--- config.mk ---
export PLATFORM = sky130hd
export DESIGN_NAME = swpm_regs
export DESIGN_NICKNAME = d
export VERILOG_FILES = /design/src/include/swpm_pkg.sv /design/src/swpm_sync2.sv /design/src/swpm_regs.sv
export VERILOG_INCLUDE_DIRS = /design/src /design/src/include
export SDC_FILE = /design/constraint.sdc
export NUM_CORES = 1
export LEC_CHECK = 0
export ABC_AREA = 1
export BUFFER_PORTS_ARGS = -buffer_cell sky130_fd_sc_hd__buf_2
export CAP_MARGIN = 20
export CELL_PAD_IN_SITES_DETAIL_PLACEMENT = 1
export CELL_PAD_IN_SITES_GLOBAL_PLACEMENT = 1
export CORE_MARGIN = 5
export CORE_UTILIZATION = 47
export DETAILED_ROUTE_END_ITERATION = 16
export PLACE_DENSITY = 0.84
export SLEW_MARGIN = 5
export SYNTH_ARGS = -nofsm -noshare
export SYNTH_HDL_FRONTEND = slang
export SYNTH_SLANG_ARGS = --single-unit
--- constraint.sdc ---
create_clock -name clk_i -period 4 [get_ports clk_i]
set_clock_uncertainty 0.05 [all_clocks]
set_input_delay 0.4 -clock clk_i [delete_from_list [all_inputs] [get_ports clk_i]]
set_output_delay 0.4 -clock clk_i [all_outputs]
set_load 0.1 [all_outputs]
--- src/include/swpm_defines.svh ---
// swpm register block: offsets, field positions, reset values, timing counts
// assumes inclusion by bare name from the design files
`ifndef SWPM_DEFINES_SVH
`define SWPM_DEFINES_SVH
// register byte offsets
`define SWPM_OFS_PM_CAPABILITIES 8'h70
`define SWPM_OFS_PM_CONTROL_STATUS 8'h74
`define SWPM_OFS_PM_VENDOR_TIMERS_OR_STATE 8'h78
`define SWPM_OFS_SWITCH_STATUS 8'ha0
`define SWPM_OFS_SWITCH_CONTROL 8'ha4
// fixed capability values
`define SWPM_CAP_ID 8'h01
`define SWPM_NEXT_PTR 8'h00
`define SWPM_PM_VER 3'h2
`define SWPM_PME_SUPPORT 5'h19
// power state codes
`define SWPM_PS_D0 2'h0
`define SWPM_PS_D3HOT 2'h3
// field positions
`define SWPM_DEVICE_SPECIFIC_INIT_FLAG_BIT 21
`define SWPM_WAKE_MESSAGE_ENABLE_BIT 8
`define SWPM_WAKE_MESSAGE_STATUS_BIT 15
`define SWPM_MCS_BIT 31
`define SWPM_MARKER_LSB 13
`define SWPM_INTX_LSB 20
`define SWPM_CTL_RST_BIT 0
`define SWPM_CTL_HALT_BIT 1
`define SWPM_CTL_UNLOCK_BIT 2
`define SWPM_CTL_STRICT_BIT 3
// reset values
`define SWPM_DEEP_IDLE_ENTRY_TIMER_RST 16'h03e8
`define SWPM_STANDBY_ENTRY_TIMER_RST 12'h6d6
`define SWPM_POWER_FSM_STATE_CODE_RST 6'h3f
`define SWPM_UNLOCK_RST 1'b1
// timing
`define SWPM_CLK_PERIOD_NS 5
`define SWPM_US_NS 1000
`define SWPM_US_CYCLES ((`SWPM_US_NS + `SWPM_CLK_PERIOD_NS - 1) / `SWPM_CLK_PERIOD_NS)
`define SWPM_L0S_UNIT_NS 4
`define SWPM_SYNC_SETTLE 2
`endif

--- src/include/swpm_pkg.sv ---
// swpm package: shared types
// assumes swpm_defines.svh is on the include path
package swpm_pkg;
	// boot sequencer after fundamental reset release
	typedef enum logic [2:0] {
		SWPM_ST_SETTLE = 3'b001,
		SWPM_ST_CAPTURE = 3'b010,
		SWPM_ST_RUN = 3'b100
	} swpm_boot_type;
endpackage

--- src/swpm_sync2.sv ---
// swpm two-flop synchroniser for strap pins
// assumes inputs are asynchronous levels; output is stable two edges later
`timescale 1ns/1ps
module swpm_sync2 #(
	parameter int WIDTH = 1
) (
	// clock and reset
	input wire logic clk_i,
	input wire logic reset_n_i,
	input wire logic clk_en_i,
	// data
	input wire logic [WIDTH-1:0] async_i,
	output logic [WIDTH-1:0] sync_o
);
	logic [WIDTH-1:0] meta;
	logic [WIDTH-1:0] next_meta;
	logic [WIDTH-1:0] next_sync;

	// first stage is read only by the second stage
	always_comb begin
		next_meta = clk_en_i ? async_i : meta;
		next_sync = clk_en_i ? meta : sync_o;
	end

	always_ff @(posedge clk_i or negedge reset_n_i) begin
		if (!reset_n_i) begin
			meta <= '0;
			sync_o <= '0;
		end else begin
			meta <= next_meta;
			sync_o <= next_sync;
		end
	end
endmodule

--- src/swpm_regs.sv ---
// swpm power management and switch control register block, one port
// assumes a single-cycle config access port on clk_i and same-clock
// inputs for pme, intx and pm state; strap pins are asynchronous
//
// Functional notes
// - capability id reads one, next pointer zero
// - version field reads two, read-only
// - D1 and D2 support bits read zero
// - PME support field reads fixed 0b11001
// - power state accepts only D0 and D3hot
// - sticky wake enable survives hot reset
// - own PME sets sticky w1c status bit, never on port A
// - bit 31 selects timer or state layout
// - deep idle timer in microseconds, upstream only
// - standby timer in 4 ns units
// - timer layout bits 30:28 read zero
// - state layout exposes six-bit fsm code
// - operating mode pins captured at reset exit
// - strap pins latched into status bits 4-11
// - sticky software marker field, read-write
// - status bits show aggregated INTA..INTD
// - control bit 0 write-one starts reset
// - hold bit keeps switch logic in reset
// - hold bit changes only during reset/init
// - unlock bit gates lockable field writes
// - strict ordering bit ignores relaxed ordering
// - pm data fields read zero
`timescale 1ns/1ps
`include "swpm_defines.svh"
module swpm_regs
	import swpm_pkg::*;
#(
	parameter bit PORT_IS_A = 1'b0,
	parameter bit IS_UPSTREAM = 1'b1,
	parameter int US_CYCLES = `SWPM_US_CYCLES
) (
	// clock, reset, enable
	input wire logic clk_i,
	input wire logic reset_n_i,
	input wire logic clk_en_i,
	input wire logic hot_reset_i,
	// config access
	input wire logic cfg_req_i,
	input wire logic cfg_we_i,
	input wire logic [7:0] cfg_addr_i,
	input wire logic [3:0] cfg_be_i,
	input wire logic [31:0] cfg_wdata_i,
	output logic cfg_ack_o,
	output logic [31:0] cfg_rdata_o,
	// strap pins, asynchronous
	input wire logic [3:0] switch_operating_mode_i,
	input wire logic shared_refclk_downstream_i,
	input wire logic shared_refclk_upstream_i,
	input wire logic host_smbus_slow_strap_i,
	input wire logic port_a_lane_flip_i,
	input wire logic port_b_lane_flip_i,
	input wire logic port_c_lane_flip_i,
	input wire logic refclk_mode_strap_i,
	input wire logic hold_in_reset_i,
	// switch core status, same clock
	input wire logic eeprom_init_i,
	input wire logic pme_generate_i,
	input wire logic [5:0] power_fsm_state_code_i,
	input wire logic [3:0] intx_state_i,
	input wire logic standby_cond_i,
	input wire logic deep_idle_cond_i,
	// controls to the switch core
	output logic soft_reset_req_o,
	output logic hold_in_reset_o,
	output logic write_protect_release_o,
	output logic strict_ordering_force_o,
	output logic [1:0] port_power_state_o,
	output logic wake_message_enable_o,
	output logic standby_enter_o,
	output logic deep_idle_enter_o
);
	// elaboration check on the microsecond prescaler
	if (US_CYCLES < 1 || US_CYCLES > 255) begin : g_bad_us
		$error("US_CYCLES must lie in 1..255");
	end

	localparam logic [7:0] US_LAST = 8'(US_CYCLES - 1);
	localparam logic [15:0] CLK_NS = 16'(`SWPM_CLK_PERIOD_NS);

	// word address match
	function automatic logic swpm_hit(input logic [7:0] a, input logic [7:0] ofs);
		swpm_hit = (a[7:2] == ofs[7:2]);
	endfunction

	// byte enables expanded to a bit mask
	function automatic logic [31:0] swpm_mask(input logic [3:0] be);
		swpm_mask = {{8{be[3]}}, {8{be[2]}}, {8{be[1]}}, {8{be[0]}}};
	endfunction

	// synchronised straps
	logic [11:0] strap_raw;
	logic [11:0] strap_sync;
	assign strap_raw = {hold_in_reset_i, refclk_mode_strap_i, port_c_lane_flip_i,
		port_b_lane_flip_i, port_a_lane_flip_i, host_smbus_slow_strap_i,
		shared_refclk_upstream_i, shared_refclk_downstream_i, switch_operating_mode_i};

	swpm_sync2 #(
		.WIDTH(12)
	) u_strap_sync (
		.clk_i(clk_i),
		.reset_n_i(reset_n_i),
		.clk_en_i(clk_en_i),
		.async_i(strap_raw),
		.sync_o(strap_sync)
	);

	// register state
	swpm_boot_type boot;
	swpm_boot_type next_boot;
	logic [1:0] settle;
	logic [1:0] next_settle;
	logic [11:0] straps;
	logic [11:0] next_straps;
	logic device_specific_init_flag;
	logic next_device_specific_init_flag;
	logic [1:0] port_power_state;
	logic [1:0] next_port_power_state;
	logic wake_message_enable;
	logic next_wake_message_enable;
	logic wake_message_status;
	logic next_wake_message_status;
	logic layout_sel;
	logic next_layout_sel;
	logic [15:0] deep_idle_entry_timer;
	logic [15:0] next_deep_idle_entry_timer;
	logic [11:0] standby_entry_timer;
	logic [11:0] next_standby_entry_timer;
	logic [5:0] power_fsm_state_code;
	logic [5:0] next_power_fsm_state_code;
	logic [3:0] marker;
	logic [3:0] next_marker;
	logic [3:0] intx;
	logic [3:0] next_intx;
	logic halt;
	logic next_halt;
	logic unlock;
	logic next_unlock;
	logic strict;
	logic next_strict;
	logic rst_pulse;
	logic next_rst_pulse;
	logic ack;
	logic next_ack;
	logic [31:0] rdata;
	logic [31:0] next_rdata;

	// access decode
	logic wr;
	logic [31:0] wmask;
	logic [31:0] wd;
	logic [31:0] rd_mux;
	assign wr = cfg_req_i & cfg_we_i;
	assign wmask = swpm_mask(cfg_be_i);
	assign wd = cfg_wdata_i & wmask;

	// read data assembly; unlisted bits are constant zero
	always_comb begin
		rd_mux = 32'h0;
		if (swpm_hit(cfg_addr_i, `SWPM_OFS_PM_CAPABILITIES)) begin
			rd_mux[7:0] = `SWPM_CAP_ID;
			rd_mux[15:8] = `SWPM_NEXT_PTR;
			rd_mux[18:16] = `SWPM_PM_VER;
			rd_mux[`SWPM_DEVICE_SPECIFIC_INIT_FLAG_BIT] = device_specific_init_flag;
			rd_mux[26:25] = 2'h0;
			rd_mux[31:27] = `SWPM_PME_SUPPORT;
		end else if (swpm_hit(cfg_addr_i, `SWPM_OFS_PM_CONTROL_STATUS)) begin
			rd_mux[1:0] = port_power_state;
			rd_mux[`SWPM_WAKE_MESSAGE_ENABLE_BIT] = wake_message_enable;
			rd_mux[`SWPM_WAKE_MESSAGE_STATUS_BIT] = wake_message_status;
			rd_mux[14:9] = 6'h0;
			rd_mux[31:24] = 8'h0;
		end else if (swpm_hit(cfg_addr_i, `SWPM_OFS_PM_VENDOR_TIMERS_OR_STATE)) begin
			rd_mux[`SWPM_MCS_BIT] = layout_sel;
			if (!layout_sel) begin
				rd_mux[15:0] = deep_idle_entry_timer;
				rd_mux[27:16] = standby_entry_timer;
				rd_mux[30:28] = 3'h0;
			end else begin
				rd_mux[5:0] = power_fsm_state_code;
			end
		end else if (swpm_hit(cfg_addr_i, `SWPM_OFS_SWITCH_STATUS)) begin
			rd_mux[3:0] = straps[3:0];
			rd_mux[11:4] = straps[11:4];
			rd_mux[16:13] = marker;
			rd_mux[23:20] = intx;
		end else if (swpm_hit(cfg_addr_i, `SWPM_OFS_SWITCH_CONTROL)) begin
			rd_mux[`SWPM_CTL_RST_BIT] = 1'b0;
			rd_mux[`SWPM_CTL_HALT_BIT] = halt;
			rd_mux[`SWPM_CTL_UNLOCK_BIT] = unlock;
			rd_mux[`SWPM_CTL_STRICT_BIT] = strict;
		end
	end

	// boot sequencer: straps sampled once the synchroniser has settled
	always_comb begin
		next_boot = boot;
		next_settle = settle;
		next_straps = straps;
		unique case (boot)
			SWPM_ST_SETTLE: begin
				next_settle = settle + 2'd1;
				if (settle == 2'(`SWPM_SYNC_SETTLE - 1)) begin
					next_boot = SWPM_ST_CAPTURE;
				end
			end
			SWPM_ST_CAPTURE: begin
				next_straps = strap_sync;
				next_boot = SWPM_ST_RUN;
			end
			SWPM_ST_RUN: begin
				next_boot = SWPM_ST_RUN;
			end
			default: begin
				next_boot = SWPM_ST_SETTLE;
			end
		endcase
	end

	// register writes and sticky handling
	always_comb begin
		next_device_specific_init_flag = device_specific_init_flag;
		next_port_power_state = port_power_state;
		next_wake_message_enable = wake_message_enable;
		next_layout_sel = layout_sel;
		next_deep_idle_entry_timer = deep_idle_entry_timer;
		next_standby_entry_timer = standby_entry_timer;
		next_marker = marker;
		next_halt = halt;
		next_unlock = unlock;
		next_strict = strict;
		next_rst_pulse = 1'b0;
		// hold bit follows the strap while the strap is being captured
		if (boot == SWPM_ST_CAPTURE) begin
			next_halt = strap_sync[11];
		end
		if (wr && swpm_hit(cfg_addr_i, `SWPM_OFS_PM_CAPABILITIES) && unlock && wmask[`SWPM_DEVICE_SPECIFIC_INIT_FLAG_BIT]) begin
			next_device_specific_init_flag = wd[`SWPM_DEVICE_SPECIFIC_INIT_FLAG_BIT];
		end
		if (wr && swpm_hit(cfg_addr_i, `SWPM_OFS_PM_CONTROL_STATUS)) begin
			// reserved d1/d2 codes leave the state as it was
			if (wmask[0] && (wd[1:0] == `SWPM_PS_D0 || wd[1:0] == `SWPM_PS_D3HOT)) begin
				next_port_power_state = wd[1:0];
			end
			if (wmask[`SWPM_WAKE_MESSAGE_ENABLE_BIT]) begin
				next_wake_message_enable = wd[`SWPM_WAKE_MESSAGE_ENABLE_BIT];
			end
		end
		if (wr && swpm_hit(cfg_addr_i, `SWPM_OFS_PM_VENDOR_TIMERS_OR_STATE)) begin
			if (wmask[`SWPM_MCS_BIT]) begin
				next_layout_sel = wd[`SWPM_MCS_BIT];
			end
			// timers are hidden in the state layout, so writes there skip them
			if (!layout_sel) begin
				next_deep_idle_entry_timer = (deep_idle_entry_timer & ~wmask[15:0]) | wd[15:0];
				next_standby_entry_timer = (standby_entry_timer & ~wmask[27:16]) | wd[27:16];
			end
		end
		if (wr && swpm_hit(cfg_addr_i, `SWPM_OFS_SWITCH_STATUS)) begin
			next_marker = (marker & ~wmask[16:13]) | wd[16:13];
		end
		if (wr && swpm_hit(cfg_addr_i, `SWPM_OFS_SWITCH_CONTROL) && wmask[7:0] == 8'hff) begin
			next_rst_pulse = wd[`SWPM_CTL_RST_BIT];
			// only while still halted or during eeprom load
			if (halt || eeprom_init_i) begin
				next_halt = wd[`SWPM_CTL_HALT_BIT];
			end
			next_unlock = wd[`SWPM_CTL_UNLOCK_BIT];
			next_strict = wd[`SWPM_CTL_STRICT_BIT];
		end
		// hot reset clears non-sticky state; wake enable, wake status, marker, hold and unlock stay
		if (hot_reset_i) begin
			next_device_specific_init_flag = 1'b0;
			next_port_power_state = `SWPM_PS_D0;
			next_layout_sel = 1'b0;
			next_deep_idle_entry_timer = `SWPM_DEEP_IDLE_ENTRY_TIMER_RST;
			next_standby_entry_timer = `SWPM_STANDBY_ENTRY_TIMER_RST;
			next_strict = 1'b0;
			next_rst_pulse = 1'b0;
		end
	end

	// wake status: set beats a same-cycle write-one clear
	always_comb begin
		next_wake_message_status = wake_message_status;
		if (wr && swpm_hit(cfg_addr_i, `SWPM_OFS_PM_CONTROL_STATUS) && wd[`SWPM_WAKE_MESSAGE_STATUS_BIT]) begin
			next_wake_message_status = 1'b0;
		end
		if (pme_generate_i) begin
			next_wake_message_status = 1'b1;
		end
		if (PORT_IS_A) begin
			next_wake_message_status = 1'b0;
		end
	end

	// sampled core status and access answer
	always_comb begin
		next_power_fsm_state_code = power_fsm_state_code_i;
		next_intx = intx_state_i;
		next_ack = cfg_req_i;
		next_rdata = (cfg_req_i && !cfg_we_i) ? rd_mux : rdata;
	end

	always_ff @(posedge clk_i or negedge reset_n_i) begin
		if (!reset_n_i) begin
			boot <= SWPM_ST_SETTLE;
			settle <= 2'd0;
			straps <= 12'h000;
			device_specific_init_flag <= 1'b0;
			port_power_state <= `SWPM_PS_D0;
			wake_message_enable <= 1'b0;
			wake_message_status <= 1'b0;
			layout_sel <= 1'b0;
			deep_idle_entry_timer <= `SWPM_DEEP_IDLE_ENTRY_TIMER_RST;
			standby_entry_timer <= `SWPM_STANDBY_ENTRY_TIMER_RST;
			power_fsm_state_code <= `SWPM_POWER_FSM_STATE_CODE_RST;
			marker <= 4'h0;
			intx <= 4'h0;
			halt <= 1'b0;
			unlock <= `SWPM_UNLOCK_RST;
			strict <= 1'b0;
			rst_pulse <= 1'b0;
			ack <= 1'b0;
			rdata <= 32'h0;
		end else if (clk_en_i) begin
			boot <= next_boot;
			settle <= next_settle;
			straps <= next_straps;
			device_specific_init_flag <= next_device_specific_init_flag;
			port_power_state <= next_port_power_state;
			wake_message_enable <= next_wake_message_enable;
			wake_message_status <= next_wake_message_status;
			layout_sel <= next_layout_sel;
			deep_idle_entry_timer <= next_deep_idle_entry_timer;
			standby_entry_timer <= next_standby_entry_timer;
			power_fsm_state_code <= next_power_fsm_state_code;
			marker <= next_marker;
			intx <= next_intx;
			halt <= next_halt;
			unlock <= next_unlock;
			strict <= next_strict;
			rst_pulse <= next_rst_pulse;
			ack <= next_ack;
			rdata <= next_rdata;
		end
	end

	// entry timers: standby counts nanoseconds, deep idle counts microseconds
	logic [15:0] ns_cnt;
	logic [15:0] next_ns_cnt;
	logic [15:0] ns_limit;
	logic [7:0] pre_cnt;
	logic [7:0] next_pre_cnt;
	logic [15:0] us_cnt;
	logic [15:0] next_us_cnt;
	logic stby;
	logic next_stby;
	logic deep;
	logic next_deep;
	assign ns_limit = {2'b00, standby_entry_timer, 2'b00}; // units of 4 ns

	always_comb begin
		next_ns_cnt = ns_cnt;
		next_stby = stby;
		if (!standby_cond_i || halt) begin
			next_ns_cnt = 16'h0;
			next_stby = 1'b0;
		end else if (ns_cnt >= ns_limit) begin
			next_stby = 1'b1;
		end else begin
			next_ns_cnt = ns_cnt + CLK_NS;
		end
	end

	// downstream ports never raise deep idle entry
	always_comb begin
		next_pre_cnt = pre_cnt;
		next_us_cnt = us_cnt;
		next_deep = deep;
		if (!deep_idle_cond_i || halt || !IS_UPSTREAM) begin
			next_pre_cnt = 8'h0;
			next_us_cnt = 16'h0;
			next_deep = 1'b0;
		end else if (us_cnt >= deep_idle_entry_timer) begin
			next_deep = 1'b1;
		end else if (pre_cnt == US_LAST) begin
			next_pre_cnt = 8'h0;
			next_us_cnt = us_cnt + 16'h1;
		end else begin
			next_pre_cnt = pre_cnt + 8'h1;
		end
	end

	always_ff @(posedge clk_i or negedge reset_n_i) begin
		if (!reset_n_i) begin
			ns_cnt <= 16'h0;
			pre_cnt <= 8'h0;
			us_cnt <= 16'h0;
			stby <= 1'b0;
			deep <= 1'b0;
		end else if (clk_en_i) begin
			ns_cnt <= next_ns_cnt;
			pre_cnt <= next_pre_cnt;
			us_cnt <= next_us_cnt;
			stby <= next_stby;
			deep <= next_deep;
		end
	end

	// outputs; core stays held until the straps are in
	assign cfg_ack_o = ack;
	assign cfg_rdata_o = rdata;
	assign soft_reset_req_o = rst_pulse;
	assign hold_in_reset_o = halt | (boot != SWPM_ST_RUN);
	assign write_protect_release_o = unlock;
	assign strict_ordering_force_o = strict;
	assign port_power_state_o = port_power_state;
	assign wake_message_enable_o = wake_message_enable;
	assign standby_enter_o = stby;
	assign deep_idle_enter_o = deep;
endmodule

==> flow_summary_export.csv, run 1 <==
group,metric,value,unit
run_status,status,"finished with violations",
run_status,violations,"negative hold slack",
pwr,p_seq_frac,0.429,
synth,syn_inst,1166,
synth,seq_area_frac_synth,0.4574,
cts,cts-root-buf,"clkbuf_16",
synth,ys.warnings.count,0,
pwr,p_leak,5.197,nW
die,std_cell_rows,51,
worst_hold_path,hp-class,"in2async",
sta,finalSetupViolations,0,
sta,tightest_slew,1.036,ns
place,dpl.cell_count,1500,
global_routing,antenna_found_initial,0,
layout,layout_commonest_cell,"nand2_1",
synth,synth_mux_area_frac,0,
global_routing,grt-ovfl-total,0,
place,gp_congestion,0.8700,
sta,final.setup.tns,0,ns
drt,vias,8345,
sta,rsz0062_at_grt,"false",
cts,cts_max_level,4,
job,drv_cap,0,
pwr,peakVddDrop,0.0003348,V
synth,synth_fa_ha_area_frac,0.04517,
cts,hold_buffers,0,
sta,fin_crit,2.691,ns
pwr,pwr_density_cell,467.3,nW/µm²
pwr,power.share.clock,0.345,
sta,fin_crit_sh,0.6728,
synth,synth_xor_area_frac,0.02108,
die,die_width,149.5,µm
synth,synth-compound-area-share,0.1402,
place,port-buffer-count,110,
setup_path,endpoint_kind,"flip-flop",
drt,initialDrtViolationCount,474,
global_routing,grt_max_degree,87,
cts,insertion_delay,0.44,ns
drt,wl,27890,µm
drt,wl_per_cell,18.21,µm
layout,area_delta_synth_final,14.00,%
drt,ant_nets,0,
global_routing,grt.total_usage,0.2599,
synth,synth-seq-cells,166,
global_routing,first_global_vias,8775,
pwr,pwr-share-comb,0.226,
place,dp_hpwl,20170,µm
setup_path,crit_type,"reg2reg",
layout,layout.nets,1363,
synth,synth_area,9140,µm²
cts,numCtsBuffers,17,
drt,viasPerCell,5.447,
cts,cts_resized,0,
setup_path,required,4.28,ns
die,dieArea,22340,µm²
setup_path,path_max_fanout,16,
layout,finalCoreUtilization,0.5389,
cts,clk_pin_slew_worst_paths,0.07,ns
synth,synth.avg_cell_area,7.839,µm²
cts,cts_buffer_depth,2,
setup_path,critPathLaunchType,"flip-flop",
cts,cts_tree,"yes",
die,boundaryPins,118,
pwr,p_switching,1.746,mW
synth,synth-simple-area-share,0.2552,
pwr,swShare,0.3586,
sta,fmax,371.6,MHz
sta,whs,-0.03838,ns
die,die_h,149.5,µm
drt,firstDrtPassIters,4,
die,core,19330,µm²
layout,final_cell_mix,"nand2_1, dfrtp_1, inv_1",
global_routing,grt_pass1_wl,45640,µm
cts,clock-sinks,166,
sta,finalHoldViolations,8,
sta,slew_viol_final,0,
layout,n_antenna_cell,0,
setup_path,worst_ep_arrival_time,2.97,ns
synth,synth_cell_types,40,
cts,post_cts_buffers,0,
layout,final_cells,1532,
die,initial_core_util,0.4727,
sta,slew_headroom,0.3066,
layout,drive_above_1_share,0.1871,
synth,synth_top_family_by_area,"simple AND/OR/NAND/NOR gates",
pwr,p_int,3.123,mW
drt,drc_errors,0,
setup_path,r2r_slack,1.31,ns
[Yosys cell counts]
| master | instances | area [µm²] |
|---|---|---|
| nand3_2 | 1 | 10.01 |
| nand2_2 | 24 | 150.1 |
| o21ai_4 | 1 | 16.27 |
| nor3b_1 | 1 | 7.510 |
| a21oi_1 | 58 | 290.3 |
| o21ai_1 | 2 | 10.01 |
| buf_1 | 4 | 15.01 |
| xnor2_1 | 10 | 87.58 |
| nor3_1 | 14 | 70.07 |
| o311ai_2 | 1 | 16.27 |
| nand2_4 | 1 | 11.26 |
| nor2_4 | 4 | 45.04 |
| dfstp_2 | 21 | 551.8 |
| nor2_2 | 1 | 6.260 |
| clkbuf_1 | 19 | 71.32 |
| o211ai_1 | 1 | 7.510 |
| o21ai_2 | 27 | 236.5 |
| a22oi_1 | 1 | 7.510 |
| or2_2 | 1 | 6.260 |
| nand2_1 | 333 | 1250 |
| inv_2 | 4 | 15.01 |
| a31oi_1 | 1 | 6.260 |
| conb_1 | 1 | 3.750 |
| buf_2 | 15 | 75.07 |
| clkbuf_2 | 1 | 5.000 |
| inv_1 | 119 | 446.7 |
| xor2_1 | 12 | 105.1 |
| o31ai_1 | 13 | 97.59 |
| o22ai_1 | 3 | 18.77 |
| buf_6 | 7 | 78.83 |
| a211oi_1 | 16 | 120.1 |
| nor2_1 | 105 | 394.1 |
| nor3_2 | 1 | 10.01 |
| buf_4 | 4 | 30.03 |
| o21ai_0 | 89 | 445.4 |
| nand4_1 | 13 | 81.33 |
| nand3_1 | 58 | 290.3 |
| o22a_1 | 1 | 8.760 |
| dfrtp_1 | 145 | 3628 |
| ha_1 | 33 | 412.9 |
[per-stage QoR]
| step | setup slack [ns] | hold slack (ns) | total power, mW | instance area [µm²] |
|---|---|---|---|---|
| final | 1.309 | -0.03838 | 4.869 | 10420 |
| after detailed placement | 1.235 | 0.4094 | 3.209 | 9829 |
| after CTS | 1.298 | 0.007496 | 4.895 | 10420 |
| after global placement | 1.309 | 0.4084 | 3.144 | 9829 |
| after global routing | 1.031 | 0.01532 | 5.130 | 10420 |
| after floorplan | 2.092 | 0.05441 | 2.863 | 9144 |
[path summary, 6_finish.rpt]
kind	start	endpoint	cells after the start
max	deep_idle_entry_timer[7]	us_cnt[15]	12
min	reset_n_i	straps[3]	1
max reg2reg	deep_idle_entry_timer[7]	us_cnt[15]	12
min reg2reg	u_strap_sync.meta[4]	u_strap_sync.meta[4]	2
max in group asynchronous	reset_n_i	standby_entry_timer[2]	2
min in group clk_i	shared_refclk_downstream_i	u_strap_sync.meta[4]	3
[power by group through the flow]
| stage | Combinational [mW] | Clock, mW | Sequential, mW |
|---|---|---|---|
| finish | 1.10 | 1.68 | 2.09 |
| global route | 1.23 | 1.79 | 2.12 |
| CTS | 1.11 | 1.70 | 2.09 |
| detailed placement | 1.09 | 0 | 2.11 |
| global placement | 1.04 | 0 | 2.10 |
| floorplan | 0.693 | 0 | 2.17 |
[critical path, stage by stage, from the launching register on]
cell and delay (ns):
dfstp_2 0.56, inv_1 0.06, ha_1 0.31, a21oi_1 0.21, nand2_1 0.10, nor2_1 0.11, nand2_1 0.07, nand2_1 0.10
nand3_1 0.07, nand2_1 0.36, nand2_2 0.34, nand2_1 0.17, nand2_1 0.07
[registers in the layout (all words and copies together), names as in the netlist, 2 cells and up, named ones only]
name	flops
standby_entry_timer	12
cfg_rdata_o	30
ns_cnt	16
pre_cnt	8
boot	3
u_strap_sync.sync_o	12
us_cnt	16
u_strap_sync.meta	12
straps	12
port_power_state_o	2
settle	2
deep_idle_entry_timer	16
power_fsm_state_code	6
intx	4
[cells by family (layout without fill, tap and decap cells)]
kind of cell | Yosys count | count (layout)
AO/OA/AOI/OAI | 214 | 214
XOR/XNOR | 22 | 22
adder cells (fa/ha/maj) | 33 | 33
buffers and inverters | 173 | 273
flip-flops | 166 | 166
other | 1 | 2
AND/OR/NAND/NOR | 557 | 557
[area by class of cell]
type / count / area [µm²]
flip-flops and latches: 166 / 4180
clock buffers: 18 / 439.2
clock inverters: 14 / 151.4
repair buffers: 118 / 629.4
multi-input cells: 828 / 4227
well taps: 265 / 331.6
fillers: 2462 / 8915
inverters: 123 / 461.7
[layer usage]
metal  vias to the layer above  routed length (µm)  track usage  part of all wire
li1                       3929                   -            -                 -
met1                      4168               12010       0.3350              0.43
met2                       196               13970       0.4452              0.50
met3                        52                1171      0.03786             0.042
met4                         0                 736      0.09748             0.026
met5                         -                   0            0                 0
No activity file was read; power rests on OpenSTA's default activity.
==> run 2: changes to the inputs <==
--- a/config.mk
+++ b/config.mk
@@ -12,9 +12,9 @@
 export CELL_PAD_IN_SITES_DETAIL_PLACEMENT = 1
 export CELL_PAD_IN_SITES_GLOBAL_PLACEMENT = 1
 export CORE_MARGIN = 5
-export CORE_UTILIZATION = 47
+export CORE_UTILIZATION = 39
 export DETAILED_ROUTE_END_ITERATION = 16
-export PLACE_DENSITY = 0.84
+export PLACE_DENSITY = 0.75
 export SLEW_MARGIN = 5
 export SYNTH_ARGS = -nofsm -noshare
 export SYNTH_HDL_FRONTEND = slang
==> constraint.sdc (replaced) <==
create_clock -name clk_i -period 2.2 [get_ports clk_i]
set_clock_uncertainty 0.05 [all_clocks]
set_input_delay 0.22 -clock clk_i [delete_from_list [all_inputs] [get_ports clk_i]]
set_output_delay 0.22 -clock clk_i [all_outputs]
set_load 0.1 [all_outputs]
==> flow_summary_export.csv, run 2 (synthesized netlist as in run 1, its figures left out) <==
group,metric,value,unit
setup_path,rr_worst_depth,12,
sta,fmax,480.5,MHz
setup_path,crit_chain,"inv_1 -> ha_4 -> nand2_1 -> nand2_1 -> nand2_1 -> a21oi_1 -> nor2_2 -> nand3_4 -> nand2_8 -> clkbuf_16 -> nand3_1 -> nand2_1",
run_status,status,"completed",
cts,clk_pin_slew_worst_paths,0.08,ns
sta,finalSetupViolations,0,
die,boundaryPins,118,
layout,layout_commonest_cell,"nand2_1",
cts,clock-sinks,166,
layout,n_antenna_cell,0,
pwr,p_leak,5.542,nW
layout,drive_above_1_share,0.2161,
drt,wl_per_cell,18.24,µm
place,dpl.cell_count,1583,
sta,fin_crit_sh,0.9459,
cts,numCtsBuffers,17,
pwr,power,9.235,mW
sta,final.setup.tns,0,ns
sta,tightest_slew,0.6097,ns
die,std_cell_rows,56,
drt,vias,8434,
pwr,pwr_density_cell,817.6,nW/µm²
setup_path,crit_type,"reg2reg",
die,dieArea,26600,µm²
drt,firstDrtPassIters,5,
worst_hold_path,hp-class,"in2reg",
layout,final_cell_mix,"nand2_1, dfrtp_1, inv_1",
die,core,23260,µm²
place,dp_hpwl,21050,µm
cts,cts-root-buf,"clkbuf_16",
worst_hold_path,holdPathStages,3,
layout,largest_reg_flops,30,
cts,cts_buffer_depth,2,
global_routing,grt_max_degree,57,
global_routing,grt.total_usage,0.2250,
pwr,peakVddDrop,0.0004104,V
cts,cts_tree,"yes",
setup_path,required,2.54,ns
die,die_h,163.1,µm
setup_path,worst_ep_arrival_time,2.42,ns
drt,ant_nets,0,
global_routing,first_global_vias,8845,
setup_path,critical-path-slowest-cell,"dfstp_2",
die,die_width,163.1,µm
layout,final_cells,1647,
setup_path,worst_path_largest_cell_delay,0.55,ns
sta,slew_viol_final,0,
layout,layout.nets,1424,
cts,insertion_delay,0.45,ns
drt,initialDrtViolationCount,479,
layout,area_delta_synth_final,23.57,%
die,initial_core_util,0.3929,
place,port-buffer-count,110,
global_routing,grt_pass1_wl,46710,µm
sta,finalHoldViolations,0,
global_routing,grt-ovfl-total,0,
layout,finalCoreUtilization,0.4855,
setup_path,path_common_cell,"nand2_1",
cts,cts_max_level,4,
setup_path,path_max_fanout,7,
global_routing,antenna_found_initial,0,
drt,drc_errors,0,
sta,fin_crit,2.081,ns
drt,viasPerCell,5.121,
sta,slew_headroom,0.5935,
setup_path,endpoint_kind,"flip-flop",
setup_path,critPathLaunchType,"flip-flop",
job,drv_cap,0,
sta,rsz0062_at_grt,"true",
drt,wl,30050,µm
place,gp_congestion,0.9085,
-- run 2: changes by cell type in the layout (fill, tap and decap cells not counted), moves of 4 or more --
cell | previous run | this run
dlygate4sd3_1 | 0 | 26
buf_4 | 7 | 32
ha_1 | 33 | 27
ha_4 | 0 | 6
buf_12 | 1 | 6
inv_6 | 6 | 1
clkinv_8 | 0 | 4
-- run 2: repair_timing --
action | in CTS | in global routing
pin swaps | 0 | 5
setup endpoints to repair | 16 | 39
hold buffers | 26 | 0
gates resized for setup | 1 | 21
hold endpoints to repair | 59 | 0
buffers inserted | 0 | 2
gates cloned | 0 | 4
-- run 2: power breakdown --
part           switching, mW  leakage, nW  internal (mW)  total, mW
registers              0.306         2.13           3.47       3.77
logic                   1.55         3.12          0.745       2.29
clock network           1.52        0.298           1.65       3.17
total                   3.37         5.54           5.87       9.23
-- run 2: worst paths after layout --
check                      slack, ns                      from                       end
max                             0.12  deep_idle_entry_timer[9]                 us_cnt[2]
min                             0.01            cfg_wdata_i[8]     wake_message_enable_o
max reg2reg                     0.12  deep_idle_entry_timer[9]                 us_cnt[2]
min reg2reg                     0.43    standby_entry_timer[9]    standby_entry_timer[9]
max in group asynchronous       1.18                 reset_n_i  deep_idle_entry_timer[7]
min in group asynchronous       0.22                 reset_n_i                 settle[0]
-- run 2: stage by stage --
| stage | instance area [µm²] | setup WS (ns) | hold WS, ns |
|---|---|---|---|
| after detailed placement | 10180 | -0.03203 | 0.1392 |
| after CTS | 11070 | 0.03489 | 0.001978 |
| final | 11290 | 0.1190 | 0.01197 |
| after global routing | 11290 | -0.03701 | 0.01962 |
| after global placement | 10180 | 0.04951 | 0.1411 |
| after floorplan | 9144 | 0.2921 | -0.1256 |
-- run 2: worst max-delay path: cells and delay by family, from the launching register on --
kind	cells	cell delay [ns]
and+or+nand+nor	8	0.86
DFF	1	0.55
adders and majority gates	1	0.25
AOI/OAI and AO/OA	1	0.07
buffers and inverters	2	0.26
-- run 2: area by class of cell --
class	instances	area [µm²]
clock buffers	17	425.4
clock inverters	15	197.7
fillers	2925	11970
inverters	123	461.7
multi-input cells	829	4380
flip-flops and latches	166	4180
well taps	319	399.1
repair buffers	178	1250
-- run 2: metal layers --
metal  routed length [µm]  GRT usage  vias up  share of wire
li1                     -          -     4051              -
met1                13310     0.2929     4150           0.44
met2                14890     0.3864      189           0.50
met3                 1146    0.03381       44          0.038
met4                  704    0.07244        0          0.023
met5                    0          0        -              0
==> run 3: changes to the inputs <==
--- a/config.mk
+++ b/config.mk
@@ -12,9 +12,9 @@
 export CELL_PAD_IN_SITES_DETAIL_PLACEMENT = 1
 export CELL_PAD_IN_SITES_GLOBAL_PLACEMENT = 1
 export CORE_MARGIN = 5
-export CORE_UTILIZATION = 39
+export CORE_UTILIZATION = 43
 export DETAILED_ROUTE_END_ITERATION = 16
-export PLACE_DENSITY = 0.75
+export PLACE_DENSITY = 0.78
 export SLEW_MARGIN = 5
 export SYNTH_ARGS = -nofsm -noshare
 export SYNTH_HDL_FRONTEND = slang
==> constraint.sdc (replaced) <==
create_clock -name clk_i -period 2.1 [get_ports clk_i]
set_clock_uncertainty 0.05 [all_clocks]
set_input_delay 0.21 -clock clk_i [delete_from_list [all_inputs] [get_ports clk_i]]
set_output_delay 0.21 -clock clk_i [all_outputs]
set_load 0.1 [all_outputs]
==> flow_summary_export.csv, run 3 (synthesized netlist as in run 1, its figures left out) <==
group,metric,value,unit
drt,firstDrtPassIters,8,
cts,clock-sinks,166,
place,gp_congestion,0.8333,
drt,initialDrtViolationCount,518,
die,die_width,155.8,µm
global_routing,first_global_vias,9117,
run_status,status,"finished with violations",
pwr,power,9.690,mW
die,dieArea,24270,µm²
pwr,peakVddDrop,0.0007220,V
sta,fin_crit,2.134,ns
run_status,violations,"negative setup slack",
drt,drc_errors,0,
sta,tightest_slew,0.5647,ns
cts,cts_max_level,4,
pwr,pwr_density_cell,845.5,nW/µm²
global_routing,grt_pass1_wl,48330,µm
drt,ant_nets,0,
setup_path,crit_type,"reg2reg",
worst_hold_path,holdPathEnd,"wake_message_enable_o",
cts,cts-root-buf,"clkbuf_16",
layout,final_cells,1619,
setup_path,worst_ep_arrival_time,2.41,ns
drt,wl_per_cell,19.04,µm
drt,viasPerCell,5.411,
setup_path,critPathLaunchType,"flip-flop",
setup_path,critical-path-slowest-cell,"dfstp_2",
global_routing,grt_max_degree,48,
sta,fmax,468.6,MHz
die,core,20960,µm²
setup_path,endpoint_kind,"flip-flop",
sta,slew_viol_final,0,
setup_path,path_common_cell,"nand2_2",
layout,layout.nets,1440,
setup_path,worst_path_largest_cell_delay,0.56,ns
cts,clk_pin_slew_worst_paths,0.08,ns
layout,largest_reg_flops,30,
setup_path,rr_worst_depth,14,
layout,layout_commonest_cell,"nand2_1",
worst_hold_path,hp-class,"in2reg",
place,placed_cell_area,10180,µm²
sta,slew_headroom,0.6235,
place,dpl.cell_count,1554,
drt,vias,8761,
pwr,p_leak,5.608,nW
layout,stdcell_area,11460,µm²
layout,n_antenna_cell,0,
setup_path,required,2.37,ns
setup_path,r2r-end,"pre_cnt[1]",
die,initial_core_util,0.4362,
sta,finalSetupViolations,8,
global_routing,grt.total_usage,0.2507,
place,dp_slack,-0.1236,ns
global_routing,antenna_found_initial,0,
sta,setup_ws,-0.03422,ns
setup_path,r2r-start,"deep_idle_entry_timer[7]",
sta,fin_crit_sh,1.016,
place,dp_hpwl,21390,µm
job,drv_cap,0,
layout,area_delta_synth_final,25.38,%
drt,wl,30820,µm
die,boundaryPins,118,
setup_path,path_max_fanout,7,
setup_path,crit_chain,"inv_2 -> ha_4 -> nand2_2 -> inv_2 -> nand2_2 -> nor2_1 -> nor2_1 -> nand2_1 -> nand2_2 -> nand3_4 -> nand2_8 -> clkbuf_16 -> nand3_2 -> nand2_1",
cts,numCtsBuffers,17,
cts,insertion_delay,0.44,ns
sta,whs,0.01941,ns
die,std_cell_rows,53,
layout,drive_above_1_share,0.2500,
cts,cts_tree,"yes",
die,die_h,155.8,µm
global_routing,grt-ovfl-total,0,
worst_hold_path,holdPathStages,3,
setup_path,r2r_slack,-0.03,ns
layout,final_cell_mix,"nand2_1, dfrtp_1, inv_1",
place,port-buffer-count,110,
worst_hold_path,hp-start,"cfg_wdata_i[8]",
sta,finalHoldViolations,0,
sta,rsz0062_at_grt,"true",
cts,cts_buffer_depth,2,
## run 3: changes by cell type in the layout (fill, tap and decap cells not counted), moves of 6 or more
| cell | previous run | this run |
|---|---|---|
| buf_4 | 32 | 49 |
| inv_1 | 119 | 113 |
| nand2_1 | 331 | 323 |
| nand2_2 | 24 | 30 |
| nand3_1 | 57 | 44 |
| nand3_2 | 1 | 12 |
## run 3: stage by stage
step	util	TNS [ns]
final	0.5469	-0.1072
after global routing	0.5469	-2.679
after CTS	0.5319	0
after detailed placement	0.4860	-2.576
after global placement	0.4860	-0.4846
after floorplan	-	0
## run 3: how the worst max path moves through the flow
| stage | end | start | cells past startpoint |
|---|---|---|---|
| 2_1_floorplan | us_cnt[12] | deep_idle_entry_timer[5] | 15 |
| 3_3_place_gp | ns_cnt[13] | standby_entry_timer[9] | 10 |
| 3_5_place_dp | ns_cnt[2] | standby_entry_timer[9] | 10 |
| 4_1_cts | ns_cnt[1] | standby_entry_timer[9] | 10 |
| 5_1_grt | us_cnt[3] | deep_idle_entry_timer[7] | 14 |
| 6_report | pre_cnt[1] | deep_idle_entry_timer[7] | 14 |
## run 3: cell type report
type	instances	area, µm²
clock buffer	18	439.2
tap	275	344.1
inverter	123	465.4
fill	2587	9495
sequential	166	4180
timing repair buffer	194	1344
multi-input combinational	829	4539
clock inverter	14	147.6
## run 3: routing by layer
layer / global-route usage / wire [µm] / share of wire
met5: 0 / 0 / 0
met1: 0.3285 / 13220 / 0.43
met2: 0.4365 / 15820 / 0.51
met3: 0.02968 / 1124 / 0.036
met4: 0.07503 / 650 / 0.021
## run 3: what timing repair did
item	CTS	global route
endpoints found under the setup margin	33	39
pin swaps	4	20
resized for setup	21	52
hold buffers	26	0
gates cloned	1	3
hold endpoints to repair	65	0
setup buffers	0	3
## run 3: report_power, final
part           internal (mW)  leakage [nW]  switching (mW)
sequential              3.63          2.13           0.326
combinational          0.836          3.20            1.71
clock                   1.62         0.283            1.56
## run 3: critical path, delay by kind of cell (launching register included)
family	cells	cell delay [ns]
adders and majority gates	1	0.27
buffers and inverters	3	0.31
DFF	1	0.56
and+or+nand+nor	10	0.82
